**config.mk**
```make
export PLATFORM = sky130hd
export DESIGN_NAME = ccdlt_timing
export DESIGN_NICKNAME = d
export VERILOG_FILES = /design/src/verilog/ccdlt_pkg.sv /design/src/verilog/ccdlt_timing.sv
export SDC_FILE = /design/constraint.sdc
export NUM_CORES = 1
export LEC_CHECK = 0
export BUFFER_PORTS_ARGS = -buffer_cell sky130_fd_sc_hd__buf_2
export CELL_PAD_IN_SITES_DETAIL_PLACEMENT = 0
export CELL_PAD_IN_SITES_GLOBAL_PLACEMENT = 2
export CORE_AREA = 2 2 159 161
export CTS_BUF_LIST = sky130_fd_sc_hd__clkbuf_4 sky130_fd_sc_hd__clkbuf_8
export DETAILED_ROUTE_END_ITERATION = 7
export DIE_AREA = 0 0 161 163
export PLACE_DENSITY_LB_ADDON = 0.1
export SYNTH_ARGS = -nofsm -noshare
export SYNTH_HDL_FRONTEND = slang
export SYNTH_SLANG_ARGS = --single-unit
```
**constraint.sdc**
```tcl
create_clock -name i_clk_sys -period 4.1 [get_ports i_clk_sys]
set_input_delay 0.615 -clock i_clk_sys [delete_from_list [all_inputs] [get_ports i_clk_sys]]
set_output_delay 0.615 -clock i_clk_sys [all_outputs]
set_load 0.05 [all_outputs]
```
**src/verilog/ccdlt_pkg.sv**
```systemverilog
package ccdlt_pkg;
  // Edge grid of one pixel period
  localparam int unsigned PIX_STEPS      = 48;
  localparam int unsigned HALF_STEPS     = 24;
  localparam int unsigned QUAD_STEPS     = 12;
  localparam logic [5:0]  RG_RISE_POS    = 6'h00;
  localparam int unsigned LINE_SETUP_PIX = 4;
  // Serial write word: address in the top byte, data below
  localparam int unsigned SER_BITS       = 32;
  localparam int unsigned SER_ADDR_LSB   = 24;
  // Register offsets
  localparam logic [7:0] OFS_POLARITY   = 8'h01;
  localparam logic [7:0] OFS_SAMPLE     = 8'h02;
  localparam logic [7:0] OFS_HSCLK      = 8'h03;
  localparam logic [7:0] OFS_SYNC_COUNT = 8'h0a;
  localparam logic [7:0] OFS_ROLE       = 8'hd6;
  localparam logic [7:0] OFS_LINE_LEN   = 8'h10;
  localparam logic [7:0] OFS_RISE_POS   = 8'h11;
  localparam logic [7:0] OFS_FRAME_LEN  = 8'h12;
  // Field positions (LSB) inside the data word
  localparam int unsigned F_POL        = 0;
  localparam int unsigned F_REF_EDGE   = 0;
  localparam int unsigned F_DAT_EDGE   = 6;
  localparam int unsigned F_OUT_PHASE  = 12;
  localparam int unsigned F_STB_PHASE  = 18;
  localparam int unsigned F_RG_FALL    = 0;
  localparam int unsigned F_HCLK_RISE  = 6;
  localparam int unsigned F_SYNC_CNT   = 0;
  localparam int unsigned F_ROLE       = 0;
  localparam int unsigned F_LINE_GRAY  = 0;
  localparam int unsigned F_AUX_LEN    = 12;
  localparam int unsigned F_LINE_RISE  = 0;
  localparam int unsigned F_FRAME_RISE = 10;
  localparam int unsigned F_LAST_LEN   = 0;
  localparam int unsigned F_FRAME_TOT  = 12;
  // Sync count special codes
  localparam logic [3:0] SYNC_OFF  = 4'h0;
  localparam logic [3:0] SYNC_ALL  = 4'h1;
  localparam logic [3:0] SYNC_ONCE = 4'hf;

  // Software visible configuration
  typedef struct packed {
    logic        pol;
    logic [5:0]  ref_edge;
    logic [5:0]  dat_edge;
    logic [5:0]  out_phase;
    logic [1:0]  stb_phase;
    logic [5:0]  rg_fall;
    logic [5:0]  hclk_rise;
    logic [3:0]  sync_cnt;
    logic        role;
    logic [11:0] line_gray;
    logic [9:0]  aux_len;
    logic [9:0]  line_rise;
    logic [3:0]  frame_rise;
    logic [11:0] last_len;
    logic [10:0] frame_tot;
  } ccdlt_cfg_t;

  localparam ccdlt_cfg_t CFG_RESET = '{
    pol: 1'b0, ref_edge: 6'h20, dat_edge: 6'h00, out_phase: 6'h00, stb_phase: 2'h0,
    rg_fall: 6'h10, hclk_rise: 6'h00, sync_cnt: 4'h0, role: 1'b1,
    line_gray: 12'h000, aux_len: 10'h3ff, line_rise: 10'h000, frame_rise: 4'h1,
    last_len: 12'h000, frame_tot: 11'h000};
endpackage : ccdlt_pkg

```
**src/verilog/ccdlt_timing.sv**
```systemverilog
`timescale 1ns/1ps
// How it works
// - Reset gate clock falls at the programmed 6-bit edge position.
// - Reset gate clock always rises at edge position zero.
// - First horizontal clock rises where programmed, falls 24 steps later.
// - Second horizontal clock is always the inverse of the first.
// - Edge code: top two bits pick quadrant, low bits position 0 to 11.
// - Reference and data sample clocks sit at their own 6-bit positions.
// - Data outputs switch at output phase, fall 24 steps later.
// - Data strobe rise and fall picked from a four-entry table.
// - Every programmable edge except the strobe edges reaches any of the 48 positions; the reset gate fall reaches all but zero, where the rise wins.
// - Powers up with role bit one, sync input ignored; role bit zero enables external sync input.
// - Sync input polarity bit, active low after reset.
// - Sync count zero ignores the external sync input.
// - Sync count one realigns the frame on every pulse.
// - Sync count 2 to 14 realigns after the Nth pulse.
// - Sync count 15 realigns once after the first pulse only.
// - Line sync goes low when each line starts.
// - Frame sync goes low when each frame starts.
// - Lines per frame counted by 11 bits against the programmed total.
// - Line sync rises when the 10-bit aux counter hits its position.
// - Final line of each frame uses its own 12-bit length.
// - Pixel period divided into 48 equal steps.
module ccdlt_timing
  import ccdlt_pkg::*;
(
  input  wire logic        i_clk_sys,
  input  wire logic        i_rst,
  input  wire logic        i_ser_load,
  input  wire logic        i_ser_clk,
  input  wire logic        i_ser_data,
  input  wire logic        i_ext_sync,
  input  wire logic [11:0] i_pixel_data,
  output logic             o_reset_gate_clock,
  output logic             o_hclk_phase_a,
  output logic             o_hclk_phase_b,
  output logic             o_reference_sample_clock,
  output logic             o_data_sample_clock,
  output logic             o_data_phase,
  output logic             o_data_strobe,
  output logic [11:0]      o_pixel_data,
  output logic             o_line_sync,
  output logic             o_frame_sync
);

  typedef struct packed {
    ccdlt_cfg_t  cfg;
    logic [2:0]  ld_sync;
    logic [2:0]  ck_sync;
    logic [1:0]  sd_sync;
    logic [2:0]  es_sync;
    logic [31:0] shreg;
    logic [5:0]  phase;
    logic [2:0]  setup;
    logic [11:0] pix;
    logic [9:0]  aux;
    logic [10:0] line;
    logic [3:0]  spulse;
    logic        sdone;
    logic        rg;
    logic        ha;
    logic        hb;
    logic        refc;
    logic        datc;
    logic        dph;
    logic        stb;
    logic [11:0] pixd;
    logic        hd;
    logic        vd;
  } ccdlt_state_t;

  ccdlt_state_t s_ff;
  ccdlt_state_t nxt_s;

  // quadrant decode, low field saturates at the quadrant end
  function automatic logic [5:0] ccdlt_pos(input logic [5:0] code);
    logic [5:0] low;
    low = (code[3:0] > 4'd11) ? 6'd11 : {2'b00, code[3:0]};
    return 6'(code[5:4] * QUAD_STEPS) + low;
  endfunction : ccdlt_pos

  // Position half a pixel period later, wrapped
  function automatic logic [5:0] ccdlt_half(input logic [5:0] p);
    return (p >= 6'(HALF_STEPS)) ? 6'(p - 6'(HALF_STEPS)) : 6'(p + 6'(HALF_STEPS));
  endfunction : ccdlt_half

  function automatic logic [11:0] ccdlt_gray(input logic [11:0] b);
    return b ^ {1'b0, b[11:1]};
  endfunction : ccdlt_gray

  logic [5:0]  pos_rg;
  logic [5:0]  pos_hr;
  logic [5:0]  pos_hf;
  logic [5:0]  pos_ref;
  logic [5:0]  pos_dat;
  logic [5:0]  pos_or;
  logic [5:0]  pos_of;
  logic [5:0]  pos_sr;
  logic [5:0]  pos_sf;
  logic        pix_end;
  logic        sync_act;
  logic        sync_edge;
  logic        wr_stb;
  logic [7:0]  wr_addr;
  logic [23:0] wr_data;
  logic        resync;
  logic [11:0] len_sel;
  logic        line_end;
  logic        frame_end;

  assign pos_rg  = ccdlt_pos(s_ff.cfg.rg_fall);
  assign pos_hr  = ccdlt_pos(s_ff.cfg.hclk_rise);
  assign pos_hf  = ccdlt_half(pos_hr);
  assign pos_ref = ccdlt_pos(s_ff.cfg.ref_edge);
  assign pos_dat = ccdlt_pos(s_ff.cfg.dat_edge);
  assign pos_or  = ccdlt_pos(s_ff.cfg.out_phase);
  assign pos_of  = ccdlt_half(pos_or);

  always_comb begin
    unique case (s_ff.cfg.stb_phase)
      2'h0: begin pos_sr = 6'd6;  pos_sf = 6'd26; end
      2'h1: begin pos_sr = 6'd16; pos_sf = 6'd36; end
      2'h2: begin pos_sr = 6'd26; pos_sf = 6'd6;  end
      2'h3: begin pos_sr = 6'd36; pos_sf = 6'd16; end
    endcase
  end

  // one step per clock, 48 steps per pixel
  assign pix_end = (s_ff.phase == 6'(PIX_STEPS - 1));

  // Serial write lands on the rising edge of the load line
  assign wr_stb  = s_ff.ld_sync[1] & ~s_ff.ld_sync[2];
  assign wr_addr = s_ff.shreg[SER_BITS-1:SER_ADDR_LSB];
  assign wr_data = s_ff.shreg[SER_ADDR_LSB-1:0];

  assign sync_act  = s_ff.cfg.pol ? s_ff.es_sync[1] : ~s_ff.es_sync[1];
  assign sync_edge = ~s_ff.cfg.role & sync_act
                   & ~(s_ff.cfg.pol ? s_ff.es_sync[2] : ~s_ff.es_sync[2]);

  always_comb begin
    resync = 1'b0;
    if (sync_edge) begin
      if (s_ff.cfg.sync_cnt == SYNC_ALL) begin
        resync = 1'b1;
      end else if (s_ff.cfg.sync_cnt == SYNC_ONCE) begin
        resync = ~s_ff.sdone;
      end else if (s_ff.cfg.sync_cnt != SYNC_OFF) begin
        resync = (4'(s_ff.spulse + 4'd1) == s_ff.cfg.sync_cnt);
      end
    end
  end

  // last line length, Gray compare after setup
  assign len_sel   = (s_ff.line == s_ff.cfg.frame_tot) ? s_ff.cfg.last_len : s_ff.cfg.line_gray;
  assign line_end  = pix_end && (s_ff.setup == 3'(LINE_SETUP_PIX)) && (ccdlt_gray(s_ff.pix) == len_sel);
  assign frame_end = line_end && (s_ff.line == s_ff.cfg.frame_tot);

  // Next state
  always_comb begin
    nxt_s = s_ff;
    nxt_s.ld_sync = {s_ff.ld_sync[1:0], i_ser_load};
    nxt_s.ck_sync = {s_ff.ck_sync[1:0], i_ser_clk};
    nxt_s.sd_sync = {s_ff.sd_sync[0], i_ser_data};
    nxt_s.es_sync = {s_ff.es_sync[1:0], i_ext_sync};
    // Shift MSB first on serial clock rise while load is low
    if (s_ff.ck_sync[1] & ~s_ff.ck_sync[2] & ~s_ff.ld_sync[1]) begin
      nxt_s.shreg = {s_ff.shreg[SER_BITS-2:0], s_ff.sd_sync[1]};
    end
    // Register writes
    if (wr_stb) begin
      unique case (wr_addr)
        OFS_POLARITY: nxt_s.cfg.pol = wr_data[F_POL];
        OFS_SAMPLE: begin
          nxt_s.cfg.ref_edge  = wr_data[F_REF_EDGE +: 6];
          nxt_s.cfg.dat_edge  = wr_data[F_DAT_EDGE +: 6];
          nxt_s.cfg.out_phase = wr_data[F_OUT_PHASE +: 6];
          nxt_s.cfg.stb_phase = wr_data[F_STB_PHASE +: 2];
        end
        OFS_HSCLK: begin
          nxt_s.cfg.rg_fall   = wr_data[F_RG_FALL +: 6];
          nxt_s.cfg.hclk_rise = wr_data[F_HCLK_RISE +: 6];
        end
        OFS_SYNC_COUNT: nxt_s.cfg.sync_cnt = wr_data[F_SYNC_CNT +: 4];
        OFS_ROLE: nxt_s.cfg.role = wr_data[F_ROLE];
        OFS_LINE_LEN: begin
          nxt_s.cfg.line_gray = wr_data[F_LINE_GRAY +: 12];
          nxt_s.cfg.aux_len   = wr_data[F_AUX_LEN +: 10];
        end
        OFS_RISE_POS: begin
          nxt_s.cfg.line_rise  = wr_data[F_LINE_RISE +: 10];
          nxt_s.cfg.frame_rise = wr_data[F_FRAME_RISE +: 4];
        end
        OFS_FRAME_LEN: begin
          nxt_s.cfg.last_len  = wr_data[F_LAST_LEN +: 12];
          nxt_s.cfg.frame_tot = wr_data[F_FRAME_TOT +: 11];
        end
        default: ;
      endcase
    end
    // Step counter within the pixel
    nxt_s.phase = pix_end ? 6'h00 : 6'(s_ff.phase + 6'd1);
    // fall then rise, rise wins on a tie
    if (s_ff.phase == pos_rg) begin
      nxt_s.rg = 1'b0;
    end
    if (s_ff.phase == RG_RISE_POS) begin
      nxt_s.rg = 1'b1;
    end
    if (s_ff.phase == pos_hr) begin
      nxt_s.ha = 1'b1;
    end else if (s_ff.phase == pos_hf) begin
      nxt_s.ha = 1'b0;
    end
    nxt_s.hb = ~nxt_s.ha;
    nxt_s.refc = (s_ff.phase == pos_ref);
    nxt_s.datc = (s_ff.phase == pos_dat);
    if (s_ff.phase == pos_or) begin
      nxt_s.dph  = 1'b1;
      nxt_s.pixd = i_pixel_data;
    end else if (s_ff.phase == pos_of) begin
      nxt_s.dph = 1'b0;
    end
    if (s_ff.phase == pos_sr) begin
      nxt_s.stb = 1'b1;
    end else if (s_ff.phase == pos_sf) begin
      nxt_s.stb = 1'b0;
    end
    // line and frame counting at pixel boundaries
    if (pix_end) begin
      if (line_end) begin
        nxt_s.setup = 3'h0;
        nxt_s.pix   = 12'h000;
        nxt_s.aux   = 10'h000;
        nxt_s.line  = frame_end ? 11'h000 : 11'(s_ff.line + 11'd1);
        nxt_s.hd = 1'b0;
        if (frame_end) begin
          nxt_s.vd = 1'b0;
        end else if (11'(s_ff.line + 11'd1) == {7'h00, s_ff.cfg.frame_rise}) begin
          nxt_s.vd = 1'b1;
        end
      end else begin
        if (s_ff.setup != 3'(LINE_SETUP_PIX)) begin
          nxt_s.setup = 3'(s_ff.setup + 3'd1);
        end else begin
          nxt_s.pix = 12'(s_ff.pix + 12'd1);
        end
        nxt_s.aux = (s_ff.aux == s_ff.cfg.aux_len) ? 10'h000 : 10'(s_ff.aux + 10'd1);
        if (s_ff.aux == s_ff.cfg.line_rise) begin
          nxt_s.hd = 1'b1;
        end
      end
    end
    if (sync_edge) begin
      nxt_s.spulse = resync ? 4'h0 : 4'(s_ff.spulse + 4'd1);
      if (s_ff.cfg.sync_cnt == SYNC_ONCE) begin
        nxt_s.sdone = 1'b1;
      end
    end
    if (wr_stb && wr_addr == OFS_SYNC_COUNT) begin
      nxt_s.spulse = 4'h0;
      nxt_s.sdone  = 1'b0;
    end
    if (resync) begin
      nxt_s.phase = 6'h00;
      nxt_s.setup = 3'h0;
      nxt_s.pix   = 12'h000;
      nxt_s.aux   = 10'h000;
      nxt_s.line  = 11'h000;
      nxt_s.hd    = 1'b0;
      nxt_s.vd    = 1'b0;
    end
  end

  // State register
  always_ff @(posedge i_clk_sys) begin
    if (i_rst) begin
      // Edge-detected synchronisers start at the idle pin level, so no false edge follows reset
      s_ff <= '{cfg: CFG_RESET, ld_sync: 3'b111, es_sync: 3'b111, hb: 1'b1, hd: 1'b1, vd: 1'b1, default: '0};
    end else begin
      s_ff <= nxt_s;
    end
  end

  // Outputs straight from the state flops
  assign o_reset_gate_clock       = s_ff.rg;
  assign o_hclk_phase_a           = s_ff.ha;
  assign o_hclk_phase_b           = s_ff.hb;
  assign o_reference_sample_clock = s_ff.refc;
  assign o_data_sample_clock      = s_ff.datc;
  assign o_data_phase             = s_ff.dph;
  assign o_data_strobe            = s_ff.stb;
  assign o_pixel_data             = s_ff.pixd;
  assign o_line_sync              = s_ff.hd;
  assign o_frame_sync             = s_ff.vd;

  // Writes and realignment disturb the fixed timing relations
  logic disturb;
  assign disturb = wr_stb | resync;
endmodule : ccdlt_timing
```
# [Word level (Yosys, flattened, before mapping)]
# Cells that the tools add are included.
[op_classes] add_sub_neg=15 mul=5 order_cmp=7 n_eq_ne=32 mux=37 bitwise_logic=15 reduce_logical=32
[ops] op="6-bit == test" n=9
[ops] op="6-bit case mux with 4 select lines" n=2
[ops] op="6-bit by 4-bit adder with 6-bit output" n=5
[ops] op="2-bit AND reduction" n=13
[ops] op="25-bit 2-to-1 mux" n=1
[ops] op="8-bit by 5-bit == test with 1-bit output, second input constant" n=3
[ops] op="12-bit 2-to-1 mux" n=2
[ops] op="4-bit 2-to-1 mux" n=6
[ops] op="10-bit == test" n=2
[ops] op="4-bit greater-than comparator, second input constant" n=5
[ops] op="2-bit by 2-bit multiplier with 4-bit output, second input constant" n=5
[ops] op="1-bit 2-to-1 mux" n=19
[ops] op="8-bit by 2-bit == test with 1-bit output, second input constant" n=2
[ops] op="12-bit by 1-bit adder with 12-bit output, second input constant" n=1
[ops] op="6-bit by 5-bit adder with 6-bit output, second input constant" n=2
[ops] op="12-bit == test" n=1
[ops] op="6-bit by 5-bit greater-or-equal comparator with 1-bit output, second input constant" n=2
[ops] op="6-bit 2-to-1 mux" n=2
[ops] op="2-bit nonzero test" n=6
[ops] op="6-bit by 5-bit subtractor with 6-bit output, second input constant" n=2
[ops] op="12-bit by 11-bit bitwise XOR with 12-bit output" n=1
[ops] op="11-bit by 1-bit adder with 11-bit output, second input constant" n=1
[ops] op="11-bit == test" n=1
[ops] op="11-bit by 4-bit == test with 1-bit output" n=1
[ops] op="other kinds (30)" n=49
[word_totals] register_bits=208 inputBits=18 output_inout_bits=21 elab_cells=180

# [Depth between registers and ports, before layout]
[depth] depth_word=9 mapped_depth=13 ltp_nobuf=13

# [Worst setup path after synthesis]
# OpenSTA, ideal clock, no wires.
[synth_path] path_kind="flip-flop to flip-flop" from="register s_ff[193] (netlist name)" to="register s_ff, in the netlist o_pixel_data[10]" setup_time_ns=0.128 arrival_time_ns=2.538 t_required_ns=3.972 setup_slack_ns=1.435 path_stages_with_launch=13 path_buffers=1 synth_period_minus_slack_ns=2.665 cell_sequence="dfxtp_1 > inv_1 > ha_1 > inv_1 > ha_1 > a21oi_1 > nor2b_1 > xnor2_1 > xor2_1 > nand4_1 > buf_1 > mux2i_1 > nor2_1"
[synth_via] elab_chain_len=3
[synth_rtl] item="start, declared" line="ccdlt_timing.sv:72" text="ccdlt_state_t s_ff;"
[synth_rtl] item="start signal, assigned" line="ccdlt_timing.sv:280" text="s_ff <= nxt_s;"
[synth_rtl] item="2-bit by 2-bit multiplier with 4-bit output" line="ccdlt_timing.sv:79" text="return 6'(code[5:4] * QUAD_STEPS) + low;"
[synth_rtl] item="6-bit by 4-bit adder with 6-bit output" line="ccdlt_timing.sv:79"
[synth_rtl] item="6-bit == test" line="ccdlt_timing.sv:217" text="if (s_ff.phase == pos_or) begin"
# Every way passes these cells.
# A chain may end at the register's enable or synchronous reset.

# [Worst setup path after layout]
[layout_path] from="register s_ff[63] (netlist name)" to="register s_ff[41] (netlist name)"
[layout_via] elab_chain_len=4
[layout_rtl] item="6-bit == test (*)" line="ccdlt_timing.sv:129" text="assign pix_end = (s_ff.phase == 6'(PIX_STEPS - 1));"
[layout_rtl] item="1-bit logical AND (2 in series)" line="ccdlt_timing.sv:155" text="assign line_end = pix_end && (s_ff.setup == 3'(LINE_SETUP_PIX)) && (ccdlt_gray(s_ff.pix) == len_sel);"
[layout_rtl] item="25-bit 2-to-1 mux" line="ccdlt_timing.sv:230" text="if (line_end) begin"
# Every way passes the cells marked *; elsewhere a longest branch is shown, timed or not.

==> impl_metrics.json <==
{
  "seq_power_share_pct": 47.4,
  "nFillCells": 2505,
  "peakVddDrop_uv": 257,
  "num_antenna_cells": 0,
  "power_frac_comb_pct": 5.3,
  "clkTransAtPathRegs_ns": 0.06,
  "p_switching_uw": 1030,
  "max-clock-path-buffers": 3,
  "synthArstFlopShare_pct": 0,
  "synth_edf_count": 0,
  "avgViaCountPerCell": 5.03,
  "p_leak_uw": 0.00473,
  "slowest_delay_ns": 0.64,
  "use_met1_pct": 28.0,
  "final-hold-violation-count": 0,
  "finalInstanceArea_um2": 11500,
  "layout.nets": 1293,
  "path_class": "flop to flop",
  "crit_fanout": 23,
  "powerDensity_nw_per_um2": 377,
  "tns_ns": 0,
  "synthesis.area_um2": 10400,
  "crit_chain": "buf_4, ha_1, nand3_1, nor3b_2, buf_4, nand3_1, or4_4, nor2_8, nor4_4, a221o_1",
  "layout_common_cells": "nand2_1 (233), dfxtp_1 (208), a21oi_1 (111)",
  "cpLargestDelayFamily": "simple AND/OR/NAND/NOR gates",
  "core_area_um2": 24700,
  "rows": 58,
  "drive_gt1_share_pct": 12.1,
  "vias": 7946,
  "drt-initial-drc-count": 401,
  "crit_slowest_cell": "or4_4",
  "maxSlewViolCount": 0,
  "synth_top_area_cell": "dfxtp_1",
  "antenna_found_initial": 0,
  "post-route-min-period_ns": 3.01,
  "clock_skew_ns": 0.0158,
  "dieHeight_um": 163,
  "io_buffers": 38,
  "hold_class": "input port to flop",
  "syn_avg_cell_area_um2": 8.54,
  "cts_hold_buf": 0,
  "pwr-share-clk_pct": 47.3,
  "ys_top_cells_by_area": "dfxtp_1 (40%), nand2_1 (8.4%), xnor2_1 (5.6%), ha_1 (5.4%), a21oi_1 (5.3%)",
  "cts_tree": "done",
  "use_met2_pct": 33.8,
  "ys_ff_latch": 208,
  "finalSetupViolCount": 0,
  "clock_sink_count": 208,
  "cp-end-kind": "flop",
  "required_ns": 4.51,
  "tightest_slew_ns": 0.820,
  "path_buf_inv": 2,
  "dieWidth_um": 161,
  "dp_cells": 1514,
  "gp_congestion": 0.752,
  "slew_headroom_pct": 45.3,
  "totalWireLength_mm": 26.5,
  "grt_max_degree": 69,
  "timing.final.crit_share_pct": 73.4,
  "p_int_uw": 3310,
  "grt_util_met3_pct": 3.21,
  "first_pass_iters": 4,
  "synth_cells": 1217,
  "synth-seq-area-share_pct": 40.1,
  "crit_arrival_ns": 3.42,
  "rsz0062_at_grt": "no",
  "cts_resized": 0,
  "hpwl_mm": 17.2,
  "synth_top_area_share_pct": 40.1,
  "track_usage_pct": 20.4,
  "yosys_warnings": 0,
  "r2r_slack_ns": 1.09,
  "total_power_uw": 4340,
  "clk_latency_ns": 0.53,
  "grt_pass1_wl_mm": 42.7,
  "io_pins": 39,
  "dieArea_um2": 26200,
  "overflow": 0,
  "synthDistinctLibCells": 64,
  "wl_per_cell_um": 16.8,
  "ant_nets": 0,
  "instances_no_fill": 1580,
  "synth_fp_nets": 1285,
  "synth-main-ff-cell": "dfxtp_1",
  "cap_violations": 0,
  "placedInstanceArea_um2": 10700,
  "finish.utilization_pct": 46.7,
  "htree_levels": 2,
  "p_sw_share_pct": 23.8,
  "fmax_ghz": 0.332,
  "grt_pass1_vias": 7719,
  "start_kind": "flop",
  "status": "finished clean",
  "top_usage_layer": "met2",
  "postCtsSetupBuffers": 0,
  "initial_utilization_pct": 42.1,
  "clockRootBuffer": "clkbuf_8",
  "cts_buffers": 39,
  "layout-area-overhead-vs-synth_pct": 10.9,
  "final_common_cell": "nand2_1",
  "drc": 0
}
[power by group through the flow]
stage          clock, µW  combinational (µW)  sequential (µW)
6_report            2050                 230             2060
5_1_grt             2210                 248             2060
4_1_cts             2120                 232             2060
3_5_place_dp           0                 231             2100
2_1_floorplan          0                 165             2120
3_3_place_gp           0                 232             2100
[sequential cells by signal (all words and copies together), names as in the netlist]
signal / cells
o_line_sync: 1
o_hclk_phase_a: 1
o_frame_sync: 1
o_reference_sample_clock: 1
o_data_sample_clock: 1
s_ff: 180
o_data_phase: 1
o_data_strobe: 1
o_reset_gate_clock: 1
o_pixel_data: 12
o_hclk_phase_b: 1
nxt_s: 7
[synthesized netlist by cell type (all sizes together), types with 3 or more instances]
cell / instances
o21ai: 14
a211oi: 5
or3b: 3
mux2i: 50
a221o: 3
clkbuf: 63
nor2: 79
nor3b: 7
nor2b: 19
nor3: 24
a21o: 4
a31oi: 4
nand2: 233
o211ai: 6
nand2b: 3
o41ai: 3
a32o: 11
a2111oi: 3
xnor2: 68
buf: 29
nor4: 12
a22o: 7
inv: 38
ha: 45
nand4: 17
and3: 15
nand3b: 12
or2: 10
a211o: 3
nand3: 24
a21oi: 111
fa: 5
dfxtp: 208
xor2: 57
[worst reg2reg max path, delay by kind of cell, from the launching register on]
kind | cells | cell delay, ns
buf+inv | 2 | 0.43
simple gates | 6 | 1.62
flops | 1 | 0.31
compound gates | 1 | 0.32
fa+ha+maj | 1 | 0.23
[layout make-up]
type / instances / area (µm²) / share of cell area [%]
multi-input combinational: 879 / 5660 / 49.1
sequential: 208 / 4160 / 36.1
clock buffer: 63 / 779 / 6.76
tap: 330 / 413 / 3.58
timing repair buffer: 59 / 350 / 3.04
inverter: 38 / 143 / 1.24
clock inverter: 3 / 15.0 / 0.130
[worst paths after layout]
path	start	to	cells after the start
max	s_ff[63]	s_ff[41]	10
min	i_ext_sync	nxt_s[101]	2
max reg2reg	s_ff[63]	s_ff[41]	10
min reg2reg	nxt_s[101]	nxt_s[102]	1
[kinds of logic (layout without fill, tap and decap cells)]
kind of cell / after synthesis / count (layout) / share of synthesized area, %
AND/OR/NAND/NOR: 466 / 466 / 21.4
flip-flops: 208 / 208 / 40.1
AO/OA/AOI/OAI: 186 / 186 / 11.0
buffers and inverters: 130 / 163 / 5.49
XOR/XNOR: 125 / 125 / 10.6
multiplexers: 52 / 52 / 5.03
adder cells (fa/ha/maj): 50 / 50 / 6.38
[metrics by stage]
step | setup slack, ns | hold WS [ns]
finish | 1.09 | 0.270
global route | 0.874 | 0.248
CTS | 1.06 | 0.240
detailed placement | 1.06 | 0.398
global placement | 1.12 | 0.391
floorplan | 1.43 | 0.389
[per-layer routing]
| metal | up-vias | part of all wire [%] |
|---|---|---|
| li1 | 4108 | - |
| met1 | 3712 | 49 |
| met2 | 93 | 46 |
| met3 | 33 | 3.3 |
| met4 | 0 | 1.5 |
| met5 | - | 0 |
Power figures use the tool's default switching activity.
